===== src/hw/fvp_pkg.sv =====
package fvp_pkg;

	localparam int          FW        = 16;
	localparam int          AXI_AW    = 8;
	localparam int          AXI_DW    = 32;
	localparam int          NREG      = 24;
	localparam int          IXW       = 5;
	localparam int          IX_LSB    = 2;

	// register indexes; byte address is index times four
	localparam logic [4:0]  IX_MAXF   = 5'h00;
	localparam logic [4:0]  IX_MINF   = 5'h01;
	localparam logic [4:0]  IX_JOGF   = 5'h02;
	localparam logic [4:0]  IX_STARTF = 5'h03;
	localparam logic [4:0]  IX_JMP1A  = 5'h04;
	localparam logic [4:0]  IX_JMP1B  = 5'h05;
	localparam logic [4:0]  IX_JMP2A  = 5'h06;
	localparam logic [4:0]  IX_JMP2B  = 5'h07;
	localparam logic [4:0]  IX_JMP3A  = 5'h08;
	localparam logic [4:0]  IX_JMP3B  = 5'h09;
	localparam logic [4:0]  IX_BASEF  = 5'h0A;
	localparam logic [4:0]  IX_BASEV  = 5'h0B;
	localparam logic [4:0]  IX_BASE2F = 5'h0C;
	localparam logic [4:0]  IX_LOADP  = 5'h0D;
	localparam logic [4:0]  IX_BOOST  = 5'h0E;
	localparam logic [4:0]  IX_BOOST2 = 5'h0F;
	localparam logic [4:0]  IX_UGRP   = 5'h10;
	localparam logic [4:0]  IX_CTRL   = 5'h11;
	localparam logic [4:0]  IX_RATEDV = 5'h12;
	localparam logic [4:0]  IX_RATEDF = 5'h13;
	localparam logic [4:0]  IX_ASTEP  = 5'h14;
	localparam logic [4:0]  IX_STFREQ = 5'h15;
	localparam logic [4:0]  IX_STVOLT = 5'h16;
	localparam logic [4:0]  IX_STFLAG = 5'h17;

	// frequencies in 0.1 Hz, voltages in 1 V, boost in 0.1 %
	localparam logic [15:0] CODE_OFF  = 16'h270F;
	localparam logic [15:0] CODE_95   = 16'h22B8;
	localparam logic [15:0] FREQ_LIM  = 16'h0FA0;
	localparam logic [15:0] LIMF_LIM  = 16'h04B0;
	localparam logic [15:0] VOLT_LIM  = 16'h03E8;
	localparam logic [15:0] BOOST_LIM = 16'h012C;
	localparam logic [15:0] PCT_95    = 16'h005F;
	localparam logic [15:0] PCT_DIV   = 16'h0064;

	localparam logic [1:0]  LP_CONST  = 2'h0;
	localparam logic [1:0]  LP_VAR    = 2'h1;
	localparam logic [1:0]  LP_LIFTF  = 2'h2;
	localparam logic [1:0]  LP_LIFTR  = 2'h3;

	localparam int          MODE_LSB  = 0;
	localparam int          APAT_LSB  = 2;
	localparam logic [1:0]  MODE_VF   = 2'h0;
	localparam logic [1:0]  APAT_S_A  = 2'h1;
	localparam logic [15:0] CTRL_MASK = 16'h000F;

	localparam int          QSH       = 10;
	localparam int          CLK_NS    = 10;
	localparam int          UPD_NS    = 1000;
	localparam int          UPD_CYC   = UPD_NS / CLK_NS;
	localparam int          TCW       = 7;

	localparam logic [1:0]  RESP_OK   = 2'h0;
	localparam logic [1:0]  RESP_SLV  = 2'h2;
	localparam logic [1:0]  RESP_DEC  = 2'h3;

	typedef logic [15:0] fvp_word_t;

	function automatic fvp_word_t fvp_rst_val(input logic [4:0] ix);
		unique case (ix)
			IX_MAXF:   return 16'h04B0;
			IX_JOGF:   return 16'h0032;
			IX_STARTF: return 16'h0005;
			IX_JMP1A, IX_JMP1B, IX_JMP2A, IX_JMP2B,
			IX_JMP3A, IX_JMP3B, IX_BASEV, IX_BASE2F,
			IX_BOOST2: return CODE_OFF;
			IX_BASEF:  return 16'h0258;
			IX_BOOST:  return 16'h003C;
			IX_RATEDV: return 16'h00C8;
			IX_RATEDF: return 16'h0258;
			IX_ASTEP:  return 16'h0001;
			default:   return 16'h0000;
		endcase
	endfunction : fvp_rst_val

endpackage : fvp_pkg


===== src/hw/fvp_top.sv =====
// Chosen here: the address map and the AXI4-Lite interface to the registers.
`timescale 1ns/10ps

// Functional notes
// RL1: jog at or below minimum runs at jog frequency, not clamped up
// RL2: stall-driven decrease may take output to or below minimum
// RL3: start alone ramps to minimum if minimum is at least start frequency
// RL4: three jump bands, either edge setting may be upper or lower
// RL5: jump edges take 0..400 Hz; 9999, the reset value, disables band
// RL6: steady command inside a band runs at that band's A setting
// RL7: ramps pass straight through jump bands
// RL8: base frequency 0..400 Hz, resets to 60 Hz
// RL9: base voltage 0..1000 V; 8888 is 95% supply; 9999 is supply
// RL10: base voltage below supply caps maximum output voltage
// RL11: second-function input selects second base; 9999 disables it
// RL12: operator assigns function code 3 to a terminal to use it
// RL13: second-function input also enables the other second-set functions
// RL14: vector control uses motor rated voltage and frequency instead
// RL15: accel pattern 1 keeps base frequency as S-curve knee
// RL16: load pattern resets to 0; 0,1,2,3 encode the four curves
// RL17: pattern 0 gives voltage linear in frequency up to base
// RL18: pattern 1 gives voltage square-law in frequency up to base
// RL19: pattern 2 boosts forward, forces zero boost in reverse
// RL20: jump, base and pattern settings writable only when user group is 0
// RL21: command above maximum is clamped to maximum
// RL22: set frequency below minimum is clamped up to minimum
// RL23: limit, then jump, then curve, evaluated every update tick
module fvp_top (
	input  wire logic                    clk,
	input  wire logic                    rstn,
	input  wire logic [fvp_pkg::AXI_AW-1:0] s_axi_awaddr,
	input  wire logic                    s_axi_awvalid,
	output logic                         s_axi_awready,
	input  wire logic [fvp_pkg::AXI_DW-1:0] s_axi_wdata,
	input  wire logic [3:0]              s_axi_wstrb,
	input  wire logic                    s_axi_wvalid,
	output logic                         s_axi_wready,
	output logic [1:0]                   s_axi_bresp,
	output logic                         s_axi_bvalid,
	input  wire logic                    s_axi_bready,
	input  wire logic [fvp_pkg::AXI_AW-1:0] s_axi_araddr,
	input  wire logic                    s_axi_arvalid,
	output logic                         s_axi_arready,
	output logic [fvp_pkg::AXI_DW-1:0]   s_axi_rdata,
	output logic [1:0]                   s_axi_rresp,
	output logic                         s_axi_rvalid,
	input  wire logic                    s_axi_rready,
	input  wire logic [fvp_pkg::FW-1:0]  freq_cmd,
	input  wire logic                    start_pin,
	input  wire logic                    jog_pin,
	input  wire logic                    reverse_pin,
	input  wire logic                    stall_pin,
	input  wire logic                    second_function_select,
	input  wire logic [fvp_pkg::FW-1:0]  supply_volt,
	output logic [fvp_pkg::FW-1:0]       out_freq,
	output logic [fvp_pkg::FW-1:0]       out_volt,
	output logic [fvp_pkg::FW-1:0]       out_boost,
	output logic [fvp_pkg::FW-1:0]       knee_freq,
	output logic                         second_set_active,
	output logic                         ramping
);
	import fvp_pkg::*;

	////////////////////////////////////////////////////////////////////////
	// helpers

	function automatic fvp_word_t fmin(input fvp_word_t a, input fvp_word_t b);
		return (a < b) ? a : b;
	endfunction : fmin

	function automatic fvp_word_t fmax(input fvp_word_t a, input fvp_word_t b);
		return (a > b) ? a : b;
	endfunction : fmax

	function automatic logic jump_hit(input fvp_word_t f, input fvp_word_t ja,
		input fvp_word_t jb);
		logic on;
		on = (ja != CODE_OFF) && (jb != CODE_OFF); // RL5
		return on && (f >= fmin(ja, jb)) && (f <= fmax(ja, jb)); // RL4
	endfunction : jump_hit

	function automatic logic freq_ok(input fvp_word_t v, input logic off_ok);
		return (v <= FREQ_LIM) || (off_ok && (v == CODE_OFF));
	endfunction : freq_ok

	////////////////////////////////////////////////////////////////////////
	// pin synchronisers

	// a pin change reaches the logic two clocks late; the ramp hides it
	logic [4:0] pin_meta_ff;
	logic [4:0] pin_sync_ff;
	wire  [4:0] pin_raw = {second_function_select, stall_pin, reverse_pin,
		jog_pin, start_pin};

	always_ff @(posedge clk) begin
		if (!rstn) begin
			pin_meta_ff <= 5'h00;
			pin_sync_ff <= 5'h00;
		end else begin
			pin_meta_ff <= pin_raw;
			pin_sync_ff <= pin_meta_ff;
		end
	end

	wire start_s  = pin_sync_ff[0];
	wire jog_s    = pin_sync_ff[1];
	wire rev_s    = pin_sync_ff[2];
	wire stall_s  = pin_sync_ff[3];
	wire second_s = pin_sync_ff[4];

	////////////////////////////////////////////////////////////////////////
	// register file and axi4-lite slave

	fvp_word_t  cfg_ff [NREG];
	logic       aw_have_ff;
	logic       w_have_ff;
	logic [IXW-1:0] aw_ix_ff;
	logic [AXI_DW-1:0] wdata_ff;
	logic [3:0] wstrb_ff;
	logic       bvalid_ff;
	logic [1:0] bresp_ff;
	logic       rvalid_ff;
	logic [AXI_DW-1:0] rdata_ff;
	logic [1:0] rresp_ff;
	logic [FW-1:0] ramp_ff;
	logic [FW-1:0] volt_ff;
	logic [FW-1:0] boost_ff;
	logic       ramping_ff;

	assign s_axi_awready = !aw_have_ff && !bvalid_ff;
	assign s_axi_wready  = !w_have_ff && !bvalid_ff;
	assign s_axi_arready = !rvalid_ff;
	assign s_axi_bvalid  = bvalid_ff;
	assign s_axi_bresp   = bresp_ff;
	assign s_axi_rvalid  = rvalid_ff;
	assign s_axi_rdata   = rdata_ff;
	assign s_axi_rresp   = rresp_ff;

	wire aw_take = s_axi_awvalid && s_axi_awready;
	wire w_take  = s_axi_wvalid && s_axi_wready;
	wire wr_go   = aw_have_ff && w_have_ff && !bvalid_ff;
	wire [FW-1:0] wval = wdata_ff[FW-1:0];
	// a partial strobe would tear a 16-bit setting, so it is refused
	wire wr_full = (wstrb_ff[1:0] == 2'h3);
	wire wr_map  = (aw_ix_ff < IX_STFREQ);
	wire ugrp_open = (cfg_ff[IX_UGRP] == 16'h0000);

	// grouped settings are locked unless user group reads as zero
	logic grp_reg;
	always_comb begin
		unique case (aw_ix_ff)
			IX_MAXF, IX_MINF, IX_CTRL, IX_LOADP,
			IX_JMP1A, IX_JMP1B, IX_JMP2A, IX_JMP2B, IX_JMP3A, IX_JMP3B,
			IX_BASEF, IX_BASEV, IX_BASE2F: grp_reg = 1'b1;
			default: grp_reg = 1'b0;
		endcase
	end
	wire wr_locked = !ugrp_open && grp_reg; // RL20

	logic wr_legal;
	always_comb begin
		unique case (aw_ix_ff)
			IX_MAXF, IX_MINF: wr_legal = (wval <= LIMF_LIM);
			IX_JMP1A, IX_JMP1B, IX_JMP2A, IX_JMP2B, IX_JMP3A,
			IX_JMP3B, IX_BASE2F: wr_legal = freq_ok(wval, 1'b1); // RL5 RL11
			IX_BASEF, IX_JOGF, IX_STARTF, IX_RATEDF:
				wr_legal = freq_ok(wval, 1'b0); // RL8
			IX_BASEV: wr_legal = (wval <= VOLT_LIM) || (wval == CODE_95) ||
				(wval == CODE_OFF); // RL9
			IX_RATEDV: wr_legal = (wval <= VOLT_LIM);
			IX_LOADP: wr_legal = (wval <= {14'h0000, LP_LIFTR}); // RL16
			IX_BOOST: wr_legal = (wval <= BOOST_LIM);
			IX_BOOST2: wr_legal = (wval <= BOOST_LIM) || (wval == CODE_OFF);
			IX_CTRL: wr_legal = ((wval & ~CTRL_MASK) == 16'h0000);
			default: wr_legal = 1'b1;
		endcase
	end

	// a refused write still answers, so the master never waits in vain
	wire wr_do = wr_go && wr_map && wr_full && wr_legal && !wr_locked;
	wire [1:0] nxt_bresp = !wr_map ? RESP_DEC :
		(wr_do ? RESP_OK : RESP_SLV);

	always_ff @(posedge clk) begin
		if (!rstn) begin
			aw_have_ff <= 1'b0;
			w_have_ff  <= 1'b0;
			aw_ix_ff   <= 5'h00;
			wdata_ff   <= 32'h00000000;
			wstrb_ff   <= 4'h0;
			bvalid_ff  <= 1'b0;
			bresp_ff   <= RESP_OK;
		end else begin
			if (aw_take) begin
				aw_have_ff <= 1'b1;
				aw_ix_ff   <= s_axi_awaddr[IX_LSB +: IXW];
			end
			if (w_take) begin
				w_have_ff <= 1'b1;
				wdata_ff  <= s_axi_wdata;
				wstrb_ff  <= s_axi_wstrb;
			end
			if (wr_go) begin
				aw_have_ff <= 1'b0;
				w_have_ff  <= 1'b0;
				bvalid_ff  <= 1'b1;
				bresp_ff   <= nxt_bresp;
			end else if (bvalid_ff && s_axi_bready) begin
				bvalid_ff <= 1'b0;
			end
		end
	end

	always_ff @(posedge clk) begin
		for (int i = 0; i < NREG; i++) begin
			if (!rstn)
				cfg_ff[i] <= fvp_rst_val(5'(i));
			else if (wr_do && (aw_ix_ff == 5'(i)))
				cfg_ff[i] <= wval;
		end
	end

	// read side; unaligned low address bits are ignored
	wire [IXW-1:0] ar_ix = s_axi_araddr[IX_LSB +: IXW];
	wire ar_map = (ar_ix < 5'(NREG)) && (s_axi_araddr[AXI_AW-1] == 1'b0);
	wire [FW-1:0] st_flags = {11'h000, ramping_ff, stall_s, jog_s,
		second_s, start_s};
	wire [FW-1:0] rd_word = (ar_ix == IX_STFREQ) ? ramp_ff :
		(ar_ix == IX_STVOLT) ? volt_ff :
		(ar_ix == IX_STFLAG) ? st_flags : cfg_ff[ar_ix];

	always_ff @(posedge clk) begin
		if (!rstn) begin
			rvalid_ff <= 1'b0;
			rdata_ff  <= 32'h00000000;
			rresp_ff  <= RESP_OK;
		end else if (s_axi_arvalid && s_axi_arready) begin
			rvalid_ff <= 1'b1;
			rdata_ff  <= ar_map ? {16'h0000, rd_word} : 32'h00000000;
			rresp_ff  <= ar_map ? RESP_OK : RESP_DEC;
		end else if (rvalid_ff && s_axi_rready) begin
			rvalid_ff <= 1'b0;
		end
	end

	////////////////////////////////////////////////////////////////////////
	// frequency path: limit, jump, ramp

	wire [FW-1:0] maxf  = cfg_ff[IX_MAXF];
	wire [FW-1:0] minf  = cfg_ff[IX_MINF];
	wire [FW-1:0] jogf  = cfg_ff[IX_JOGF];
	wire [FW-1:0] stf   = cfg_ff[IX_STARTF];

	// jog wins over the minimum clamp, only the maximum applies to it
	wire [FW-1:0] jog_lim = fmin(jogf, maxf); // RL1
	wire [FW-1:0] cmd_hi  = fmin(freq_cmd, maxf); // RL21
	wire [FW-1:0] cmd_lim = fmax(cmd_hi, fmin(minf, maxf)); // RL22
	// with no command, a minimum at or above start frequency still runs
	wire [FW-1:0] run_f   = (cmd_lim >= stf) ? cmd_lim : 16'h0000; // RL3
	wire [FW-1:0] sel_f   = jog_s ? jog_lim : (start_s ? run_f : 16'h0000);

	// a band reaching down to zero must not start a stopped drive
	wire run_on = jog_s || start_s;
	wire hit1 = run_on &&
		jump_hit(sel_f, cfg_ff[IX_JMP1A], cfg_ff[IX_JMP1B]);
	wire hit2 = run_on &&
		jump_hit(sel_f, cfg_ff[IX_JMP2A], cfg_ff[IX_JMP2B]);
	wire hit3 = run_on &&
		jump_hit(sel_f, cfg_ff[IX_JMP3A], cfg_ff[IX_JMP3B]);
	wire [FW-1:0] target_f = hit1 ? cfg_ff[IX_JMP1A] :
		hit2 ? cfg_ff[IX_JMP2A] :
		hit3 ? cfg_ff[IX_JMP3A] : sel_f; // RL6 RL23

	logic [TCW-1:0] tick_ff;
	wire tick = (tick_ff == TCW'(UPD_CYC - 1));
	wire [TCW-1:0] nxt_tick = tick ? '0 : tick_ff + 1'b1;

	// ramp walks in steps through every frequency, jump bands included
	wire [FW-1:0] step    = fmax(cfg_ff[IX_ASTEP], 16'h0001);
	wire [FW-1:0] dn_f    = (ramp_ff > step) ? ramp_ff - step : 16'h0000;
	wire [FW-1:0] up_f    = ramp_ff + step;
	wire [FW-1:0] nxt_ramp = stall_s ? dn_f : // RL2
		(ramp_ff < target_f) ? fmin(up_f, target_f) :
		(ramp_ff > target_f) ? fmax(dn_f, target_f) : ramp_ff; // RL7

	always_ff @(posedge clk) begin
		if (!rstn)
			tick_ff <= '0;
		else
			tick_ff <= nxt_tick;
	end

	always_ff @(posedge clk) begin
		if (!rstn) begin
			ramp_ff    <= 16'h0000;
			ramping_ff <= 1'b0;
		end else begin
			if (tick) begin
				ramp_ff    <= nxt_ramp; // RL23
				ramping_ff <= (nxt_ramp != target_f);
			end
		end
	end

	////////////////////////////////////////////////////////////////////////
	// v/f curve

	wire [1:0] mode   = cfg_ff[IX_CTRL][MODE_LSB +: 2];
	wire [1:0] apat   = cfg_ff[IX_CTRL][APAT_LSB +: 2];
	wire       vector = (mode != MODE_VF);
	wire [1:0] loadp  = cfg_ff[IX_LOADP][1:0];
	wire use2 = second_s && (cfg_ff[IX_BASE2F] != CODE_OFF); // RL11
	wire [FW-1:0] vf_base = use2 ? cfg_ff[IX_BASE2F] : cfg_ff[IX_BASEF];
	wire [FW-1:0] eff_bf  = vector ? cfg_ff[IX_RATEDF] : vf_base; // RL14

	// the two codes are not volts, so they bypass the supply clamp
	wire [FW-1:0] bv_set = cfg_ff[IX_BASEV];
	wire [31:0] sup95  = (32'(supply_volt) * 32'(PCT_95)) / 32'(PCT_DIV);
	wire [FW-1:0] bv_code = (bv_set == CODE_OFF) ? supply_volt :
		(bv_set == CODE_95) ? sup95[FW-1:0] :
		fmin(bv_set, supply_volt); // RL9 RL10
	wire [FW-1:0] eff_bv  = vector ?
		fmin(cfg_ff[IX_RATEDV], supply_volt) : bv_code; // RL14

	// ratio of frequency to base in 1/1024 steps, held at one above base
	// truncation may leave the voltage one step low
	wire [31:0] ratio_raw = (eff_bf == 16'h0000) ? 32'(1 << QSH) :
		(32'(ramp_f_q()) / 32'(eff_bf));
	wire [31:0] ratio  = (ratio_raw > 32'(1 << QSH)) ? 32'(1 << QSH) :
		ratio_raw;
	wire [31:0] v_lin  = (32'(eff_bv) * ratio) >> QSH; // RL17
	wire [31:0] v_sq   = (v_lin * ratio) >> QSH; // RL18
	wire        sq_on  = !vector && (loadp == LP_VAR);
	wire [FW-1:0] nxt_volt = sq_on ? v_sq[FW-1:0] : v_lin[FW-1:0];

	function automatic logic [31:0] ramp_f_q();
		return 32'(ramp_ff) << QSH;
	endfunction : ramp_f_q

	// second boost follows the second-set select when it is configured
	wire b2_on = second_s && (cfg_ff[IX_BOOST2] != CODE_OFF); // RL13
	wire [FW-1:0] boost_set = b2_on ? cfg_ff[IX_BOOST2] : cfg_ff[IX_BOOST];
	wire lift_fwd = (loadp == LP_LIFTF);
	wire lift_rev = (loadp == LP_LIFTR);
	// pattern 3 mirrors pattern 2: its driving side is reverse rotation
	wire boost_zero = !vector && ((lift_fwd && rev_s) ||
		(lift_rev && !rev_s)); // RL19 RL16
	wire [FW-1:0] nxt_boost = boost_zero ? 16'h0000 : boost_set;

	always_ff @(posedge clk) begin
		if (!rstn) begin
			volt_ff  <= 16'h0000;
			boost_ff <= 16'h0000;
		end else if (tick) begin
			volt_ff  <= nxt_volt; // RL23
			boost_ff <= nxt_boost;
		end
	end

	// s-curve knee keeps the v/f base even under vector control
	wire [FW-1:0] nxt_knee = (apat == APAT_S_A) ? vf_base : eff_bf; // RL15
	logic [FW-1:0] knee_ff;
	logic          second_ff;

	always_ff @(posedge clk) begin
		if (!rstn) begin
			knee_ff   <= 16'h0000;
			second_ff <= 1'b0;
		end else begin
			knee_ff   <= nxt_knee;
			second_ff <= second_s; // RL13
		end
	end

	assign out_freq          = ramp_ff;
	assign out_volt          = volt_ff;
	assign out_boost         = boost_ff;
	assign knee_freq         = knee_ff;
	assign second_set_active = second_ff;
	assign ramping           = ramping_ff;

endmodule : fvp_top


===== config.mk =====
export PLATFORM = sky130hd
export DESIGN_NAME = fvp_top
export DESIGN_NICKNAME = d
export VERILOG_FILES = /design/src/hw/fvp_pkg.sv /design/src/hw/fvp_top.sv
export SDC_FILE = /design/constraint.sdc
export NUM_CORES = 2
export LEC_CHECK = 0
export ABC_AREA = 1
export BUFFER_PORTS_ARGS = -buffer_cell sky130_fd_sc_hd__buf_2
export CORE_ASPECT_RATIO = 0.5
export CORE_UTILIZATION = 30
export DETAILED_ROUTE_END_ITERATION = 10
export GPL_ROUTABILITY_DRIVEN = 0
export PLACE_DENSITY = 0.45
export RECOVER_POWER = 100
export SLEW_MARGIN = 20
export SYNTH_ARGS = -nofsm -noshare
export SYNTH_HDL_FRONTEND = slang
export SYNTH_SLANG_ARGS = --single-unit
export TNS_END_PERCENT = 10

===== constraint.sdc =====
create_clock -name clk -period 267.7 [get_ports clk]
set_clock_uncertainty 0.15 [all_clocks]
set_input_delay 80.31 -clock clk [delete_from_list [all_inputs] [get_ports clk]]
set_output_delay 80.31 -clock clk [all_outputs]
set_load 0.005 [all_outputs]

==> out/metrics.yaml <==
synth_top_family_by_area: "adder cells"
regArea_um2: 14100
setup_viol: 0
reg2reg_slack_ns: 151.38
grt_max_degree: 67
dp_hpwl_um: 237000
critPathKind: "reg2reg"
coreArea_um2: 276000
drt-pass1-iter-count: 7
n_fill_cell: 29966
clock_path_buffers: 3
netlist_area_um2: 83500
clk_latency_ns: 0.69
synthSimpleGateAreaFrac: 0.238
clockRootBuffer: "clkbuf_16"
antenna_found_initial: 8
fp.dieH_um: 375
post-cts-setup-buffers: 0
remaining_drc_errors: 0
largest_register_ffs: 384
die_area_um2: 280000
wl_um: 299000
first_global_vias: 73990
start_util: 0.303
grt_setup_unrepaired: "no"
cts_tree: "done"
track_usage: 0.209
worstMarginPinSlew_ns: 3.29
die_w_um: 748
pre_cts_slack_ns: 158.70
ys_types: 87
synth_xor_xnor_area_share: 0.0461
synth_compound_area_frac: 0.155
htree_levels: 3
hold_viol: 0
start_kind: "flip-flop"
setup_tns_ns: 0
cap_viol_max_count: 9
area_growth_pct: 9.99
fin_crit_sh: 0.435
hp-class: "reg2reg"
synthFlopType: "edfxtp_1"
cts_hold_buf: 0
min_period_ns: 116.32
wire_per_inst_um: 19.2
max_stage_delay_ns: 1.39
syn_inst: 11415
synth-seq-cells: 514
via_count: 76289
rows: 136
slew_headroom: -1.19
regMostFlops: "cfg_ff"
finish.instance_area_um2: 91800
drt_iter0_drc: 5501
cp_max_fo: 44
ios: 203
violations: "capacitance limit, slew limit"
fmax_mhz: 8.60
cp.arrival_ns: 116.78
status: "finished, violations left"
cts_buffers: 66
io_buffers: 163
worst_slack_ns: 151.38
vias_per_cell: 4.90
cp.required_ns: 268.15
finalMaxSlewViolations: 303
numClockSinks: 514
multiInputGateArea_um2: 62000
post_cts_resized: 0
gr-total-overflow: 0
synth_seq_area_share: 0.169
crit_path_end_kind: "flip-flop"
hold_ws_ns: 0.261
syn_area_per_cell_um2: 7.31
async_flop_share: 0
crit_slowest_cell: "nand2_1"
path_common_cell: "nand2_1"
synth-edff-count: 384
clkTransAtPathRegs_ns: 0.06
final_layout_size_suffix_gt1_frac: 0.0720
placed_area_um2: 89700
grt_pass1_wl_um: 452000
ant_nets: 0
muxShareOfSynthArea: 0
fin_nets: 13481
synthAdderAreaFrac: 0.282
synth_warnings: 0
[cells by family after synthesis]
group	count (synthesis)
XOR/XNOR	437
AND/OR/NAND/NOR	4426
AO/OA/AOI/OAI	2244
other	2
flip-flops	514
adder cells (fa/ha/maj)	1513
buffers and inverters	2279
[layout make-up]
type / instances / area share
Inverter: 1909 / 0.0783
Tap cell: 3657 / 0.0499
Sequential cell: 514 / 0.154
Clock inverter: 39 / 0.00544
Multi-Input combinational cell: 9089 / 0.676
Timing Repair Buffer: 292 / 0.0179
Antenna cell: 1 / 0.0000273
Clock buffer: 81 / 0.0189
[placed cells by master (no fill, tap or decap), types with 73 or more instances in the layout]
cell type,netlist,layout
fa_1,612,612
dfxtp_1,130,130
inv_1,1819,1818
buf_4,28,104
nor3_1,74,73
ha_1,901,901
a21oi_1,741,742
clkbuf_1,264,73
nand3_1,438,439
edfxtp_1,384,384
nand4_1,175,176
buf_2,3,126
o21ai_0,846,846
xnor2_1,179,178
nand2_1,2337,2335
nand2_2,139,142
o211ai_1,105,105
conb_1,2,469
xor2_1,255,255
nor2_1,901,896
[worst max-delay path, delay by kind of cell (launching register included)]
family | cells | cell delay, ns
buffers and inverters | 115 | 19.76
XOR/XNOR | 2 | 1.12
adder cells (fa/ha/maj) | 46 | 18.37
AO/OA/AOI/OAI | 209 | 42.92
AND/OR/NAND/NOR | 239 | 33.10
flip-flops | 1 | 0.39
[synthesized netlist by cell type, types with 26 or more instances]
cell,n,share of area
or2_2,57,0.0043
nand2_2,139,0.010
buf_4,28,0.0025
nor2_1,901,0.041
inv_1,1819,0.082
dfxtp_1,130,0.031
o21bai_1,47,0.0042
clkbuf_1,264,0.012
a31oi_1,29,0.0022
nand3_2,56,0.0067
o21a_1,49,0.0044
a221oi_1,26,0.0027
nand2_4,46,0.0062
nand4_1,175,0.013
xnor2_1,179,0.019
o21ai_1,65,0.0039
a21oi_1,741,0.044
a211oi_1,29,0.0026
o211ai_1,105,0.0094
ha_1,901,0.14
xor2_1,255,0.027
clkinv_1,36,0.0016
a22oi_1,52,0.0047
nor2_4,26,0.0035
nor4_1,44,0.0033
inv_2,42,0.0019
fa_1,612,0.15
o21ai_0,846,0.051
nor3_1,74,0.0044
nor2_2,51,0.0038
a21o_1,40,0.0036
nand2_1,2337,0.11
edfxtp_1,384,0.14
buf_6,27,0.0036
nand3_1,438,0.026
o221ai_1,57,0.0060
[path summary, 6_finish.rpt]
check / from / endpoint / cells after the start
max reg2reg: cfg_ff[17][0] / out_volt[10] / 611
min: pin_meta_ff[4] / pin_sync_ff[4] / 2
min reg2reg: pin_meta_ff[4] / pin_sync_ff[4] / 2
max: cfg_ff[17][0] / out_volt[10] / 611
[per-layer routing]
layer,up-vias,GRT usage,wire [µm]
met5,-,0,34
met4,4,0.0585,9190
met3,343,0.0174,13100
met2,1747,0.354,139000
met1,36312,0.283,138000
li1,37883,-,-
[stage by stage]
stage	util	std cells
2_1_floorplan	-	11882
3_3_place_gp	0.325	15460
3_5_place_dp	0.326	15460
4_1_cts	0.334	15580
5_1_grt	0.333	15581
6_report	0.333	15582
Power is not shown: default switching activity piles up to over one toggle a cycle in this logic, so the estimate is an artifact.
